## config.mk

```make
export PLATFORM = sky130hd
export DESIGN_NAME = lane_sample_unpacker_flat
export DESIGN_NICKNAME = d
export VERILOG_FILES = /design/src/include/lane_unpack_pkg.sv /design/src/include/lane_link_if.sv /design/src/lane_sample_unpacker.sv /design/src/flat_wrapper.sv
export SDC_FILE = /design/constraint.sdc
export NUM_CORES = 2
export LEC_CHECK = 0
export ABC_AREA = 1
export BUFFER_PORTS_ARGS = -buffer_cell sky130_fd_sc_hd__buf_2
export CAP_MARGIN = 0
export CORE_AREA = 2 2 594 596
export CTS_BUF_LIST = sky130_fd_sc_hd__clkbuf_4 sky130_fd_sc_hd__clkbuf_8
export DETAILED_ROUTE_END_ITERATION = 7
export DIE_AREA = 0 0 596 598
export GPL_ROUTABILITY_DRIVEN = 1
export HOLD_SLACK_MARGIN = 0.06
export PLACE_DENSITY = 0.3
export SYNTH_ARGS = -nofsm -noshare
export SYNTH_HDL_FRONTEND = slang
export SYNTH_SLANG_ARGS = --single-unit
```

## constraint.sdc

```tcl
create_clock -name clk_sys -period 2.6 [get_ports clk_sys]
set_clock_uncertainty 0.1 [all_clocks]
set_input_delay 0.39 -clock clk_sys [delete_from_list [all_inputs] [get_ports clk_sys]]
set_output_delay 0.39 -clock clk_sys [all_outputs]
set_load 0.02 [all_outputs]
```

## src/include/lane_unpack_pkg.sv

```systemverilog
// Purpose: shared constants and helpers for the lane sample packer and unpacker
// Assumes: one device clock, clk_sys, for both ends
// Notes:   a lane frame is 64 bits, nibble n at bits [63-4n -: 4]
package lane_unpack_pkg;

   // ==========================================================
   // link formats
   // ==========================================================
   localparam logic [4:0] FMT_12B_6L  = 5'h0b;
   localparam logic [4:0] FMT_12B_4L  = 5'h0c;
   localparam logic [4:0] FMT_12B_3L  = 5'h0d;
   localparam logic [4:0] FMT_8B_16L  = 5'h0e;
   localparam logic [4:0] FMT_8B_8L   = 5'h0f;
   localparam logic [4:0] FMT_8B_4L   = 5'h10;

   // ==========================================================
   // frame geometry
   // ==========================================================
   localparam int LANE_COUNT  = 16;
   localparam int LANE_BITS   = 64;
   localparam int SAMPLE_BITS = 12;
   localparam int MAX_SAMPLES = 20;
   localparam int COUNT_BITS  = 5;
   localparam int MF_FRAMES   = 16;

   // ==========================================================
   // synchronization timing; clock period in ns, delays in device-clock cycles
   // ==========================================================
   localparam int CLK_PERIOD_NS      = 40;
   localparam int SYSREF_LATENCY_X2  = 955;
   localparam int SYSREF_SYNC_CYCLES = (SYSREF_LATENCY_X2 + 1) / 2;
   localparam int LSB_PATH_BIAS      = 160;
   localparam int SYNC_COUNT_BITS    = 14;

   typedef logic [SAMPLE_BITS-1:0] sample_t;
   typedef logic [LANE_BITS-1:0]   lane_t;

   typedef enum logic [1:0] {
      SYNC_FREQ_CHANGE,
      SYNC_PHASE_CHANGE,
      SYNC_ACC_RESET
   } sync_action_t;

   // offset of the lsb path; phase picks among the listed values
   function automatic int lsb_sync_offset(input logic [8:0] factor, input logic [3:0] phase);
      int v;
      v = 0;
      unique case (factor)
         9'h002: v = -144 + 2 * int'(phase[2:0]);
         9'h003: begin
            case (phase)
               4'h0: v = -89; 4'h1: v = -86; 4'h2: v = -83; 4'h3: v = -81;
               4'h4: v = -80; 4'h5: v = -78; 4'h6: v = -77; 4'h7: v = -75;
               4'h8: v = -74; 4'h9: v = -72; 4'ha: v = -71; 4'hb: v = -69;
               4'hc: v = -68; 4'hd: v = -66; 4'he: v = -63; default: v = -60;
            endcase
         end
         9'h004: v = -36 + 4 * int'(phase[1:0]);
         9'h006: begin
            case (phase[2:0])
               3'h0: v = 34; 3'h1: v = 40; 3'h2: v = 42; 3'h3: v = 46;
               3'h4: v = 48; 3'h5: v = 52; 3'h6: v = 54; default: v = 60;
            endcase
         end
         9'h008: v = phase[0] ? 94 : 86;
         9'h00c: begin
            case (phase[1:0])
               2'h0: v = 186; 2'h1: v = 194; 2'h2: v = 198; default: v = 206;
            endcase
         end
         9'h010: v = 290;
         9'h018: v = phase[0] ? 466 : 458;
         9'h020: v = 648;
         9'h030: v = 968;
         9'h040: v = 1396;
         9'h060: v = 2036;
         9'h080: v = 2932;
         9'h0c0: v = 4212;
         9'h100: v = 6004;
         default: v = 0;
      endcase
      return v;
   endfunction

   function automatic logic [COUNT_BITS-1:0] samples_per_frame(input logic [4:0] fmt);
      unique case (fmt)
         FMT_12B_6L, FMT_12B_3L, FMT_8B_8L: return 5'h08;
         FMT_12B_4L:                        return 5'h14;
         FMT_8B_16L:                        return 5'h10;
         FMT_8B_4L:                         return 5'h04;
         default:                           return 5'h00;
      endcase
   endfunction

endpackage

```

## src/include/lane_link_if.sv

```systemverilog
// Purpose: lane frames and alignment pulse between transmitter and receiver
// Assumes: both ends on clk_sys
// Notes:   one frame of all lanes moves per valid and ready handshake
`timescale 1ns/10ps
interface lane_link_if;
   import lane_unpack_pkg::*;
   lane_t      lane_data [LANE_COUNT];
   logic       frame_valid;
   logic       frame_ready;
   logic [3:0] mf_phase;
   logic       sysref;

   modport tx (output lane_data, output frame_valid, input frame_ready, output mf_phase, output sysref);
   modport rx (input lane_data, input frame_valid, output frame_ready, input mf_phase, input sysref);
endinterface // lane_link_if

```

## src/lane_sample_unpacker.sv

```systemverilog
// Purpose: receive end; lane frames to in-phase and quadrature samples, oscillator sync
// Assumes: transmitter packs lanes per link_format_select; sysref arrives over the link from the transmitter
// Notes:   8-bit samples are left justified in the 12-bit sample words
`timescale 1ns/10ps
module lane_sample_unpacker
   import lane_unpack_pkg::*;
(
   input  wire logic                   clk_sys,
   input  wire logic                   rst_b,
   lane_link_if.rx                     link,
   input  wire logic [4:0]             link_format_select,
   input  wire logic                   sync_source_sel,
   input  wire logic [8:0]             interpolation_factor,
   input  wire logic [1:0]             sync_action,
   output logic      [SAMPLE_BITS-1:0] chan0_inphase_sample    [MAX_SAMPLES],
   output logic      [SAMPLE_BITS-1:0] chan0_quadrature_sample [MAX_SAMPLES],
   output logic      [COUNT_BITS-1:0]  sample_count,
   output logic                        sample_valid,
   input  wire logic                   sample_ready,
   output logic                        nco_sync_pulse,
   output logic      [1:0]             nco_sync_action
);

   // ==========================================================
   // unpacking
   // ==========================================================
   sample_t               new_i [MAX_SAMPLES];
   sample_t               new_q [MAX_SAMPLES];
   logic [COUNT_BITS-1:0] new_count;

   function automatic logic [47:0] group3(input lane_t a, input lane_t b, input lane_t c);
      return {a[63:48], b[63:48], c[63:48]};
   endfunction

   always_comb begin
      logic [47:0] gi;
      logic [47:0] gq;
      gi = '0;
      gq = '0;
      for (int s = 0; s < MAX_SAMPLES; s++) begin
         new_i[s] = '0;
         new_q[s] = '0;
      end
      new_count = samples_per_frame(link_format_select);
      unique case (link_format_select)
         FMT_12B_6L, FMT_12B_3L: begin
            for (int g = 0; g < 2; g++) begin
               gi = group3(link.lane_data[3*g], link.lane_data[3*g+1], link.lane_data[3*g+2]);
               gq = group3(link.lane_data[3*g+6], link.lane_data[3*g+7], link.lane_data[3*g+8]);
               for (int s = 0; s < 4; s++) begin
                  new_i[4*g+s] = gi[47-12*s -: 12];
                  if (link_format_select == FMT_12B_6L)
                     new_q[4*g+s] = gq[47-12*s -: 12];
               end
            end
         end
         FMT_12B_4L: begin
            for (int k = 0; k < 4; k++) begin
               for (int j = 0; j < 5; j++) begin
                  new_i[k+4*j] = link.lane_data[k][63-12*j -: 12];
                  new_q[k+4*j] = link.lane_data[k+4][63-12*j -: 12];
               end
            end
         end
         FMT_8B_16L: begin
            for (int n = 0; n < 16; n++)
               new_i[n] = {link.lane_data[n][63:56], 4'h0};
         end
         FMT_8B_8L: begin
            for (int n = 0; n < 8; n++) begin
               new_i[n] = {link.lane_data[n][63:56], 4'h0};
               new_q[n] = {link.lane_data[n+8][63:56], 4'h0};
            end
         end
         FMT_8B_4L: begin
            for (int n = 0; n < 4; n++) begin
               new_i[n] = {link.lane_data[n][63:56], 4'h0};
               new_q[n] = {link.lane_data[n+4][63:56], 4'h0};
            end
         end
         default: new_count = '0;
      endcase
   end

   // ==========================================================
   // two-entry buffer: output stage plus skid stage
   // ==========================================================
   sample_t               skid_i [MAX_SAMPLES];
   sample_t               skid_q [MAX_SAMPLES];
   logic [COUNT_BITS-1:0] skid_count;
   logic                  skid_free;
   logic                  accept;
   logic                  push;
   logic                  pop;

   assign link.frame_ready = skid_free;
   assign accept           = link.frame_valid & skid_free;
   assign push             = accept & (new_count != '0);
   assign pop              = sample_valid & sample_ready;

   always_ff @(posedge clk_sys or negedge rst_b) begin
      if (!rst_b) begin
         sample_valid <= 1'b0;
         skid_free    <= 1'b1;
         sample_count <= '0;
         skid_count   <= '0;
         for (int s = 0; s < MAX_SAMPLES; s++) begin
            chan0_inphase_sample[s]    <= '0;
            chan0_quadrature_sample[s] <= '0;
            skid_i[s]                  <= '0;
            skid_q[s]                  <= '0;
         end
      end else if (pop || !sample_valid) begin
         if (!skid_free) begin
            chan0_inphase_sample    <= skid_i;
            chan0_quadrature_sample <= skid_q;
            sample_count            <= skid_count;
            sample_valid            <= 1'b1;
            skid_free               <= 1'b1;
         end else if (push) begin
            chan0_inphase_sample    <= new_i;
            chan0_quadrature_sample <= new_q;
            sample_count            <= new_count;
            sample_valid            <= 1'b1;
         end else begin
            sample_valid <= 1'b0;
         end
      end else if (push) begin
         skid_i     <= new_i;
         skid_q     <= new_q;
         skid_count <= new_count;
         skid_free  <= 1'b0;
      end
   end

   // ==========================================================
   // sysref synchronizer
   // ==========================================================
   logic sysref_meta;
   logic sysref_sync;
   logic sysref_prev;

   always_ff @(posedge clk_sys or negedge rst_b) begin
      if (!rst_b) begin
         sysref_meta <= 1'b0;
         sysref_sync <= 1'b0;
         sysref_prev <= 1'b0;
      end else begin
         sysref_meta <= link.sysref;
         sysref_sync <= sysref_meta;
         sysref_prev <= sysref_sync;
      end
   end

   // ==========================================================
   // oscillator sync delay
   // ==========================================================
   logic                       lsb_prev;
   logic                       lsb_bit;
   logic                       lsb_rise;
   logic                       sysref_rise;
   logic                       sync_armed;
   logic [SYNC_COUNT_BITS-1:0] sync_count;
   logic [SYNC_COUNT_BITS-1:0] lsb_delay;
   int                         lsb_total;

   // 8-bit words are left justified, so their lsb sits at bit 4
   assign lsb_bit     = (link_format_select >= FMT_8B_16L) ? new_i[0][4] : new_i[0][0];
   assign lsb_rise    = push & lsb_bit & ~lsb_prev;
   assign sysref_rise = sysref_sync & ~sysref_prev;

   always_comb begin
      lsb_total = lsb_sync_offset(interpolation_factor, link.mf_phase) + LSB_PATH_BIAS;
      if (lsb_total < 1)
         lsb_total = 1;
      lsb_delay = SYNC_COUNT_BITS'(lsb_total - 1);
   end

   always_ff @(posedge clk_sys or negedge rst_b) begin
      if (!rst_b)
         lsb_prev <= 1'b0;
      else if (push)
         lsb_prev <= lsb_bit;
   end

   always_ff @(posedge clk_sys or negedge rst_b) begin
      if (!rst_b) begin
         sync_armed      <= 1'b0;
         sync_count      <= '0;
         nco_sync_pulse  <= 1'b0;
         nco_sync_action <= SYNC_FREQ_CHANGE;
      end else begin
         nco_sync_pulse <= 1'b0;
         if (sync_source_sel && sysref_rise) begin
            sync_armed      <= 1'b1;
            sync_count      <= SYNC_COUNT_BITS'(SYSREF_SYNC_CYCLES - 3);
            nco_sync_action <= sync_action;
         end else if (!sync_source_sel && lsb_rise) begin
            sync_armed      <= 1'b1;
            sync_count      <= lsb_delay;
            nco_sync_action <= sync_action;
         end else if (sync_armed) begin
            if (sync_count == '0) begin
               sync_armed     <= 1'b0;
               nco_sync_pulse <= 1'b1;
            end else begin
               sync_count <= sync_count - 1'b1;
            end
         end
      end
   end

endmodule // lane_sample_unpacker

```

## src/flat_wrapper.sv

```systemverilog
// flat-port wrapper written by rule: the top's interface ports become plain ports
module lane_sample_unpacker_flat import lane_unpack_pkg::*;
  (clk_sys, rst_b, link_format_select, sync_source_sel, interpolation_factor, sync_action, chan0_inphase_sample, chan0_quadrature_sample, sample_count, sample_valid, sample_ready, nco_sync_pulse, nco_sync_action, link_lane_data, link_frame_valid, link_frame_ready, link_mf_phase, link_sysref);
  lane_link_if link_i ();
  input  wire logic clk_sys;
  input  wire logic rst_b;
  input  wire logic [4:0] link_format_select;
  input  wire logic sync_source_sel;
  input  wire logic [8:0] interpolation_factor;
  input  wire logic [1:0] sync_action;
  output logic      [SAMPLE_BITS-1:0] chan0_inphase_sample[MAX_SAMPLES];
  output logic      [SAMPLE_BITS-1:0] chan0_quadrature_sample[MAX_SAMPLES];
  output logic      [COUNT_BITS-1:0] sample_count;
  output logic sample_valid;
  input  wire logic sample_ready;
  output logic nco_sync_pulse;
  output logic      [1:0] nco_sync_action;
  input wire logic [$bits(link_i.lane_data)-1:0] link_lane_data;
  input wire logic [$bits(link_i.frame_valid)-1:0] link_frame_valid;
  output wire logic [$bits(link_i.frame_ready)-1:0] link_frame_ready;
  input wire logic [$bits(link_i.mf_phase)-1:0] link_mf_phase;
  input wire logic [$bits(link_i.sysref)-1:0] link_sysref;
  assign link_i.lane_data = {>>{link_lane_data}};
  assign link_i.frame_valid = link_frame_valid;
  assign link_frame_ready = link_i.frame_ready;
  assign link_i.mf_phase = link_mf_phase;
  assign link_i.sysref = link_sysref;
  lane_sample_unpacker u_core (.clk_sys(clk_sys), .rst_b(rst_b), .link(link_i), .link_format_select(link_format_select), .sync_source_sel(sync_source_sel), .interpolation_factor(interpolation_factor), .sync_action(sync_action), .chan0_inphase_sample(chan0_inphase_sample), .chan0_quadrature_sample(chan0_quadrature_sample), .sample_count(sample_count), .sample_valid(sample_valid), .sample_ready(sample_ready), .nco_sync_pulse(nco_sync_pulse), .nco_sync_action(nco_sync_action));
endmodule
```

* Yosys cells after proc, flatten, opt, wreduce, memory -nomap -nowiden
Memories as Yosys holds them, arrays and structs flattened.
Cells that the tools add are included.
** Storage, ports and cells
- Output and inout bits :: 490
- Flip-flop bits (word level) :: 994
- ROM bits :: 112
- Memories :: 1
- Word-level logic and storage cells :: 208
** Operators by class
- Reductions and logical operators :: 20
- $add $sub $neg :: 5
- Multiplexer cells :: 48
- Eq/ne operators :: 31
- Bitwise operators :: 9
- $lt $le $gt $ge :: 2
** Memories
- (no name shown) :: words 16, width 7, read ports 1, clocked after Yosys merged registers in 0, write ports 0, RTL line lane_unpack_pkg.sv:51 : case (phase)
** Operator list (count)
- $mux W240 :: 4
- $pmux W32 S15 :: 1
- $pmux W48 S3 :: 3
- $pmux W48 S4 :: 1
- $pmux W96 S2 :: 1
- $mux W144 :: 1
- $mux W12 :: 8
- $mux W14 :: 5
- $mux W48 :: 1
- $pmux W5 S7 :: 1
- $add A32 B9 Y32 const B :: 1
- $lt A32 B2 Y1 const B :: 1
- $eq A5 B4 Y1 const B :: 5
- $pmux W7 S3 :: 1
- $mux W5 :: 4
- $pmux W5 S4 :: 1
- $eq A9 B2 Y1 const B :: 2
- $eq A9 B3 Y1 const B :: 2
- $eq A9 B4 Y1 const B :: 2
- $eq A9 B5 Y1 const B :: 2
- $eq A9 B6 Y1 const B :: 2
- $eq A9 B7 Y1 const B :: 2
- $eq A9 B8 Y1 const B :: 2
- $logic_not A14 Y1 :: 1
- other kinds (31) :: 61

* Depth between registers and ports, before layout
- Depth after elaboration :: 11
- Mapped depth :: 39
- Gate-level depth less buffers :: 38

* Least setup slack after synthesis
No wires, ideal clock.
- Path type :: input-to-reg
- Start :: input interpolation_factor[7]
- End :: register u_core.sync_count[8]
- Cell stages on the path :: 37
- Setup slack :: -1.427 ns
- Arrival :: 3.811 ns
- Cell sequence :: nor2_2 > nand2_1 > nor2_1 > nand2_1 > nand2_1 > nand2_1 > nand2_1 > nor2_1 > nand2_1 > ha_1 > inv_1 > nand2_1 > nand2_1 > nor2_1 > nand2_1 > ha_1 > inv_1 > nor2_1 > nand3_1 > nor4_1 > nand3_1 > nor2_1 > nand3_1 > nand2_2 > inv_2 > buf_6 > o21ai_0 > ha_1 > inv_1 > nor2_1 > nand2_1 > nor2_2 > nand3_1 > nand2_1 > nand3_1 > nand2_1 > nand2_1
** On the way
- Word-level cells in the longest chain between the ends :: 8
- Elaborated cells between the ends (all ways) :: 22
- Classes of those cells :: 2 x add/sub; 1 x order compare; 15 x eq/ne; 4 x mux
** RTL lines
- start, declared :: RTL line flat_wrapper.sv:9 : input wire logic [8:0] interpolation_factor;
- $eq A9 B9 Y1, or another cell as far along :: RTL line lane_unpack_pkg.sv:48 : unique case (factor)
- $pmux W32 S15 (*) :: RTL line lane_unpack_pkg.sv:48
- $add A32 B9 Y32 (*) :: RTL line lane_sample_unpacker.sv:173 : lsb_total = lsb_sync_offset(interpolation_factor, link.mf_phase) + LSB_PATH_BIAS;
- $lt A32 B2 Y1 :: RTL line lane_sample_unpacker.sv:174 : if (lsb_total < 1)
- $mux W14 (*) :: RTL line lane_sample_unpacker.sv:174
- $sub A14 B2 Y14 (*) :: RTL line lane_sample_unpacker.sv:176 : lsb_delay = SYNC_COUNT_BITS'(lsb_total - 1);
- $mux W14 (*) :: RTL line lane_sample_unpacker.sv:198 : end else if (!sync_source_sel && lsb_rise) begin
- $mux W14 (*) :: RTL line lane_sample_unpacker.sv:194 : if (sync_source_sel && sysref_rise) begin
- end signal, assigned :: RTL line lane_sample_unpacker.sv:196 : sync_count <= SYNC_COUNT_BITS'(SYSREF_SYNC_CYCLES - 3);
- end signal, assigned :: RTL line lane_sample_unpacker.sv:200 : sync_count <= lsb_delay;
- end signal, assigned :: RTL line lane_sample_unpacker.sv:207 : sync_count <= sync_count - 1'b1;
- end, declared :: RTL line lane_sample_unpacker.sv:163 : logic [SYNC_COUNT_BITS-1:0] sync_count;
Mark *: on every way between the ends. The rest lies on a longest branch, timed or not.
A chain may end at the register's enable or synchronous reset.

* Worst setup path in the final report
- Start :: input interpolation_factor[2]
- End :: register u_core.sync_count[13]
The elaborated chain is that of the path after synthesis.

==> out/summary.txt <==
Run status: finished with violations
Failing checks: setup timing
Post-synth EDFFs: 0
Htree depth: 4
Row count: 218
Initial core utilization: 0.135
TritonCTS clock tree: yes
Max IR drop VDD: 357 uV
Post-Synth Adder-Cell Area: 0.00343
Global-route wire length before repair: 419000 microns
I/O Pins: 1540
Drt drc: 0
Gr ovfl total: 0
RSZ-0062 raised after global routing: true
Synth Area in Compound Gates: 0.108
Pwr dens: 715 mW/mm^2
Die width: 596 microns
Layout Cells excl Fill: 13400
First-pass DRT Iterations: 6
Syn Inst Count: 6296
Via-per-instance ratio: 3.92
Fmax: 0.293 GHz
Post-Place Cells: 12000
Synth Flop Type: dfrtp_1
Overall power: 54.8 mW
Core area: 0.351 sq mm
Layout cells sized above 1: 0.244
Longest Clk Path Bufs: 4
Seq/Total Area, Yosys: 0.523
Antenna violations before repair: 120
Die Y: 598 microns
Tightest Pin Transition: 1210 ps
Final TNS setup: -8080 ps
Synth warn: 0
Layout overhead on the synthesized area: 61.7%
Detail Route Antenna Nets: 0
Design Area, Final: 0.0767 sq mm
Delay of the slowest critical-path stage: 160 ps
Clock sinks: 990
Mean Syn Cell Area: 7.53 sq um
Vias in the first global route: 52100
Worst path top cell family by delay: buffers and inverters
Multiplexer share of the synthesized area: 0
Slowest-stage cell, CP: nor2_2
Critical path arrival: 4150 ps
Final period util: 1.31
Post-Synth XOR/XNOR Area: 0.00203
Final core area utilization: 0.219
CP startpoint kind: primary input
Clk root buf: clkbuf_8
Dpl ws: -1980 ps
Leak pwr: 37.2 nW
Crit path required time: 3340 ps
Placement Cell Area: 0.0619 sq mm
Worst-skew pair later-pin latency: 1110 ps
Max FO, Critical Path: 3
Port bufs: 1089
Largest net degree at the start of global routing: 123
All-layer global routing usage: 0.164
Async SR Flop Fraction: 1.00
CP bufs+invs: 20
Syn Std Cell Area: 0.0474 sq mm
Critical Path End Type: flip-flop
Synth Area in Simple Gates: 0.290
Vias: 52600
Relative slew slack: 0.191
Post-route setup slack: -814 ps
DR WL/cell: 22.6 microns
Post-Route WL: 304000 microns
Unique masters post-synth: 45
Final Critical Period: 3410 ps
Hold Vio Cnt, Final: 0
Max_cap viols: 0
Final-report max-slew violation count: 0
Fill count: 39400
CTS buffer count: 212
Largest family of logic cells by synthesized area: simple AND/OR/NAND/NOR gates
Iter 0 DRT Violations: 3499
Final nets: 9667
Gpl congestion: 0.855
Most used cell, CP: buf_4
Tightest Hold Check Type: in2reg
DP HPWL: 225000 microns
CTS clk-pin slew, worst paths: 50 ps
Critical path class: in2reg
Fin Hold WS: 164 ps
Full die area: 0.356 sq mm
# setup viols final: 14
FF+latch count, synth: 990
## registers in the layout, indices dropped and copies added (netlist names), 2 cells and up
signal,count
u_core.chan0_inphase_sample,240
u_core.chan0_quadrature_sample,240
u_core.nco_sync_action,2
u_core.sample_count,3
u_core.skid_count,3
u_core.skid_i,240
u_core.skid_q,240
u_core.sync_count,14
## what timing repair did
item / in CTS / in global routing
endpoints found under the hold margin: 1974 / 0
gates resized for setup: 93 / 68
hold buffers: 871 / 0
pin swaps: 46 / 47
gates cloned: 4 / 2
setup buffers: 75 / 15
setup endpoints to repair: 18 / 186
## cells in the final DEF (no fill, tap or decap), drive strengths merged, types with 4 or more instances in the layout
master / netlist / routed
buf: 191 / 1627
clkinv: 2 / 11
xor2: 8 / 8
ha: 13 / 13
a21oi: 13 / 13
nor2: 772 / 772
o221ai: 78 / 78
clkbuf: 219 / 344
o211ai: 19 / 19
o22ai: 42 / 42
bufinv: 0 / 4
inv: 456 / 463
nand2: 2746 / 2746
a22o: 13 / 13
nand4: 6 / 6
dfrtp: 989 / 989
bufbuf: 0 / 4
diode: 0 / 38
nor3: 13 / 13
o21ai: 156 / 156
a31oi: 476 / 476
dlygate4sd3: 0 / 869
nand3: 62 / 62
## worst register-to-register path: cells and delay by family (launching register included)
family,cells,cell delay (ps)
xor+xnor,1,160
flops,1,360
simple gates,8,1530
buf+inv,2,190
compound gates,1,170
## synth_stat cells, drive strengths merged (2+ instances only)
cell	instances	area share
nand3	62	0.0068
o22ai	42	0.0055
a22oi	3	0.00047
a31oi	476	0.063
xor2	8	0.0015
nor2	772	0.062
or2	3	0.00040
dfrtp	989	0.52
o221ai	78	0.014
and3	2	0.00026
o21ai	156	0.017
buf	191	0.020
a22o	13	0.0024
inv	456	0.036
nor3	13	0.0014
nand4	6	0.00092
ha	13	0.0034
a21oi	13	0.0014
nand2	2746	0.22
clkbuf	219	0.017
nor4	3	0.00040
o211ai	19	0.0030
xnor2	3	0.00055
clkinv	2	0.00016
## per-layer routing
metal	up-vias	global-route usage	part of all wire
met5	-	0	0.0019
met4	88	0.0407	0.026
met3	429	0.0440	0.076
met2	1710	0.255	0.44
met1	25700	0.224	0.46
li1	24600	-	-
## cell families after synthesis
family	count (synthesis)
adders and majority gates	13
DFF	990
buffers and inverters	868
xor gates and xnor gates	11
and+or+nand+nor	3609
AOI/OAI and AO/OA	804
other	1
## power breakdown
part	leakage, nW	total, mW	internal (mW)	switching, mW
Sequential	12.8	20.3	18.2	2.10
Combinational	22.0	15.5	5.17	10.4
Clock	2.41	18.9	10.7	8.22
Total	37.2	54.8	34.1	20.7
## worst paths after layout
check | from | end | slack [ps] | cells past startpoint
worst max register to register | u_core.sync_count[0] | u_core.sync_count[13] | 30 | 12
worst min-delay path | link_lane_data[63] | u_core.skid_q[155] | 160 | 5
min in group asynchronous | rst_b | u_core.sync_count[11] | 270 | 3
worst min register to register | u_core.sysref_meta | u_core.sysref_sync | 260 | 0
max in group asynchronous | rst_b | u_core.chan0_quadrature_sample[8] | 1540 | 4
worst max-delay path | interpolation_factor[2] | u_core.sync_count[13] | -810 | 35
## final cells by class
type                    instances  area, sq um  share of cell area
flip-flops and latches        990        24800               0.323
repair buffers               2503        20100               0.262
multi-input cells            4439        19600               0.256
well taps                    4620         5780              0.0754
clock buffers                 342         4260              0.0555
inverters                     458         1760              0.0229
clock inverters                23          293             0.00382
diodes                         38         95.1             0.00124
No activity file was read; power rests on OpenSTA's default activity.
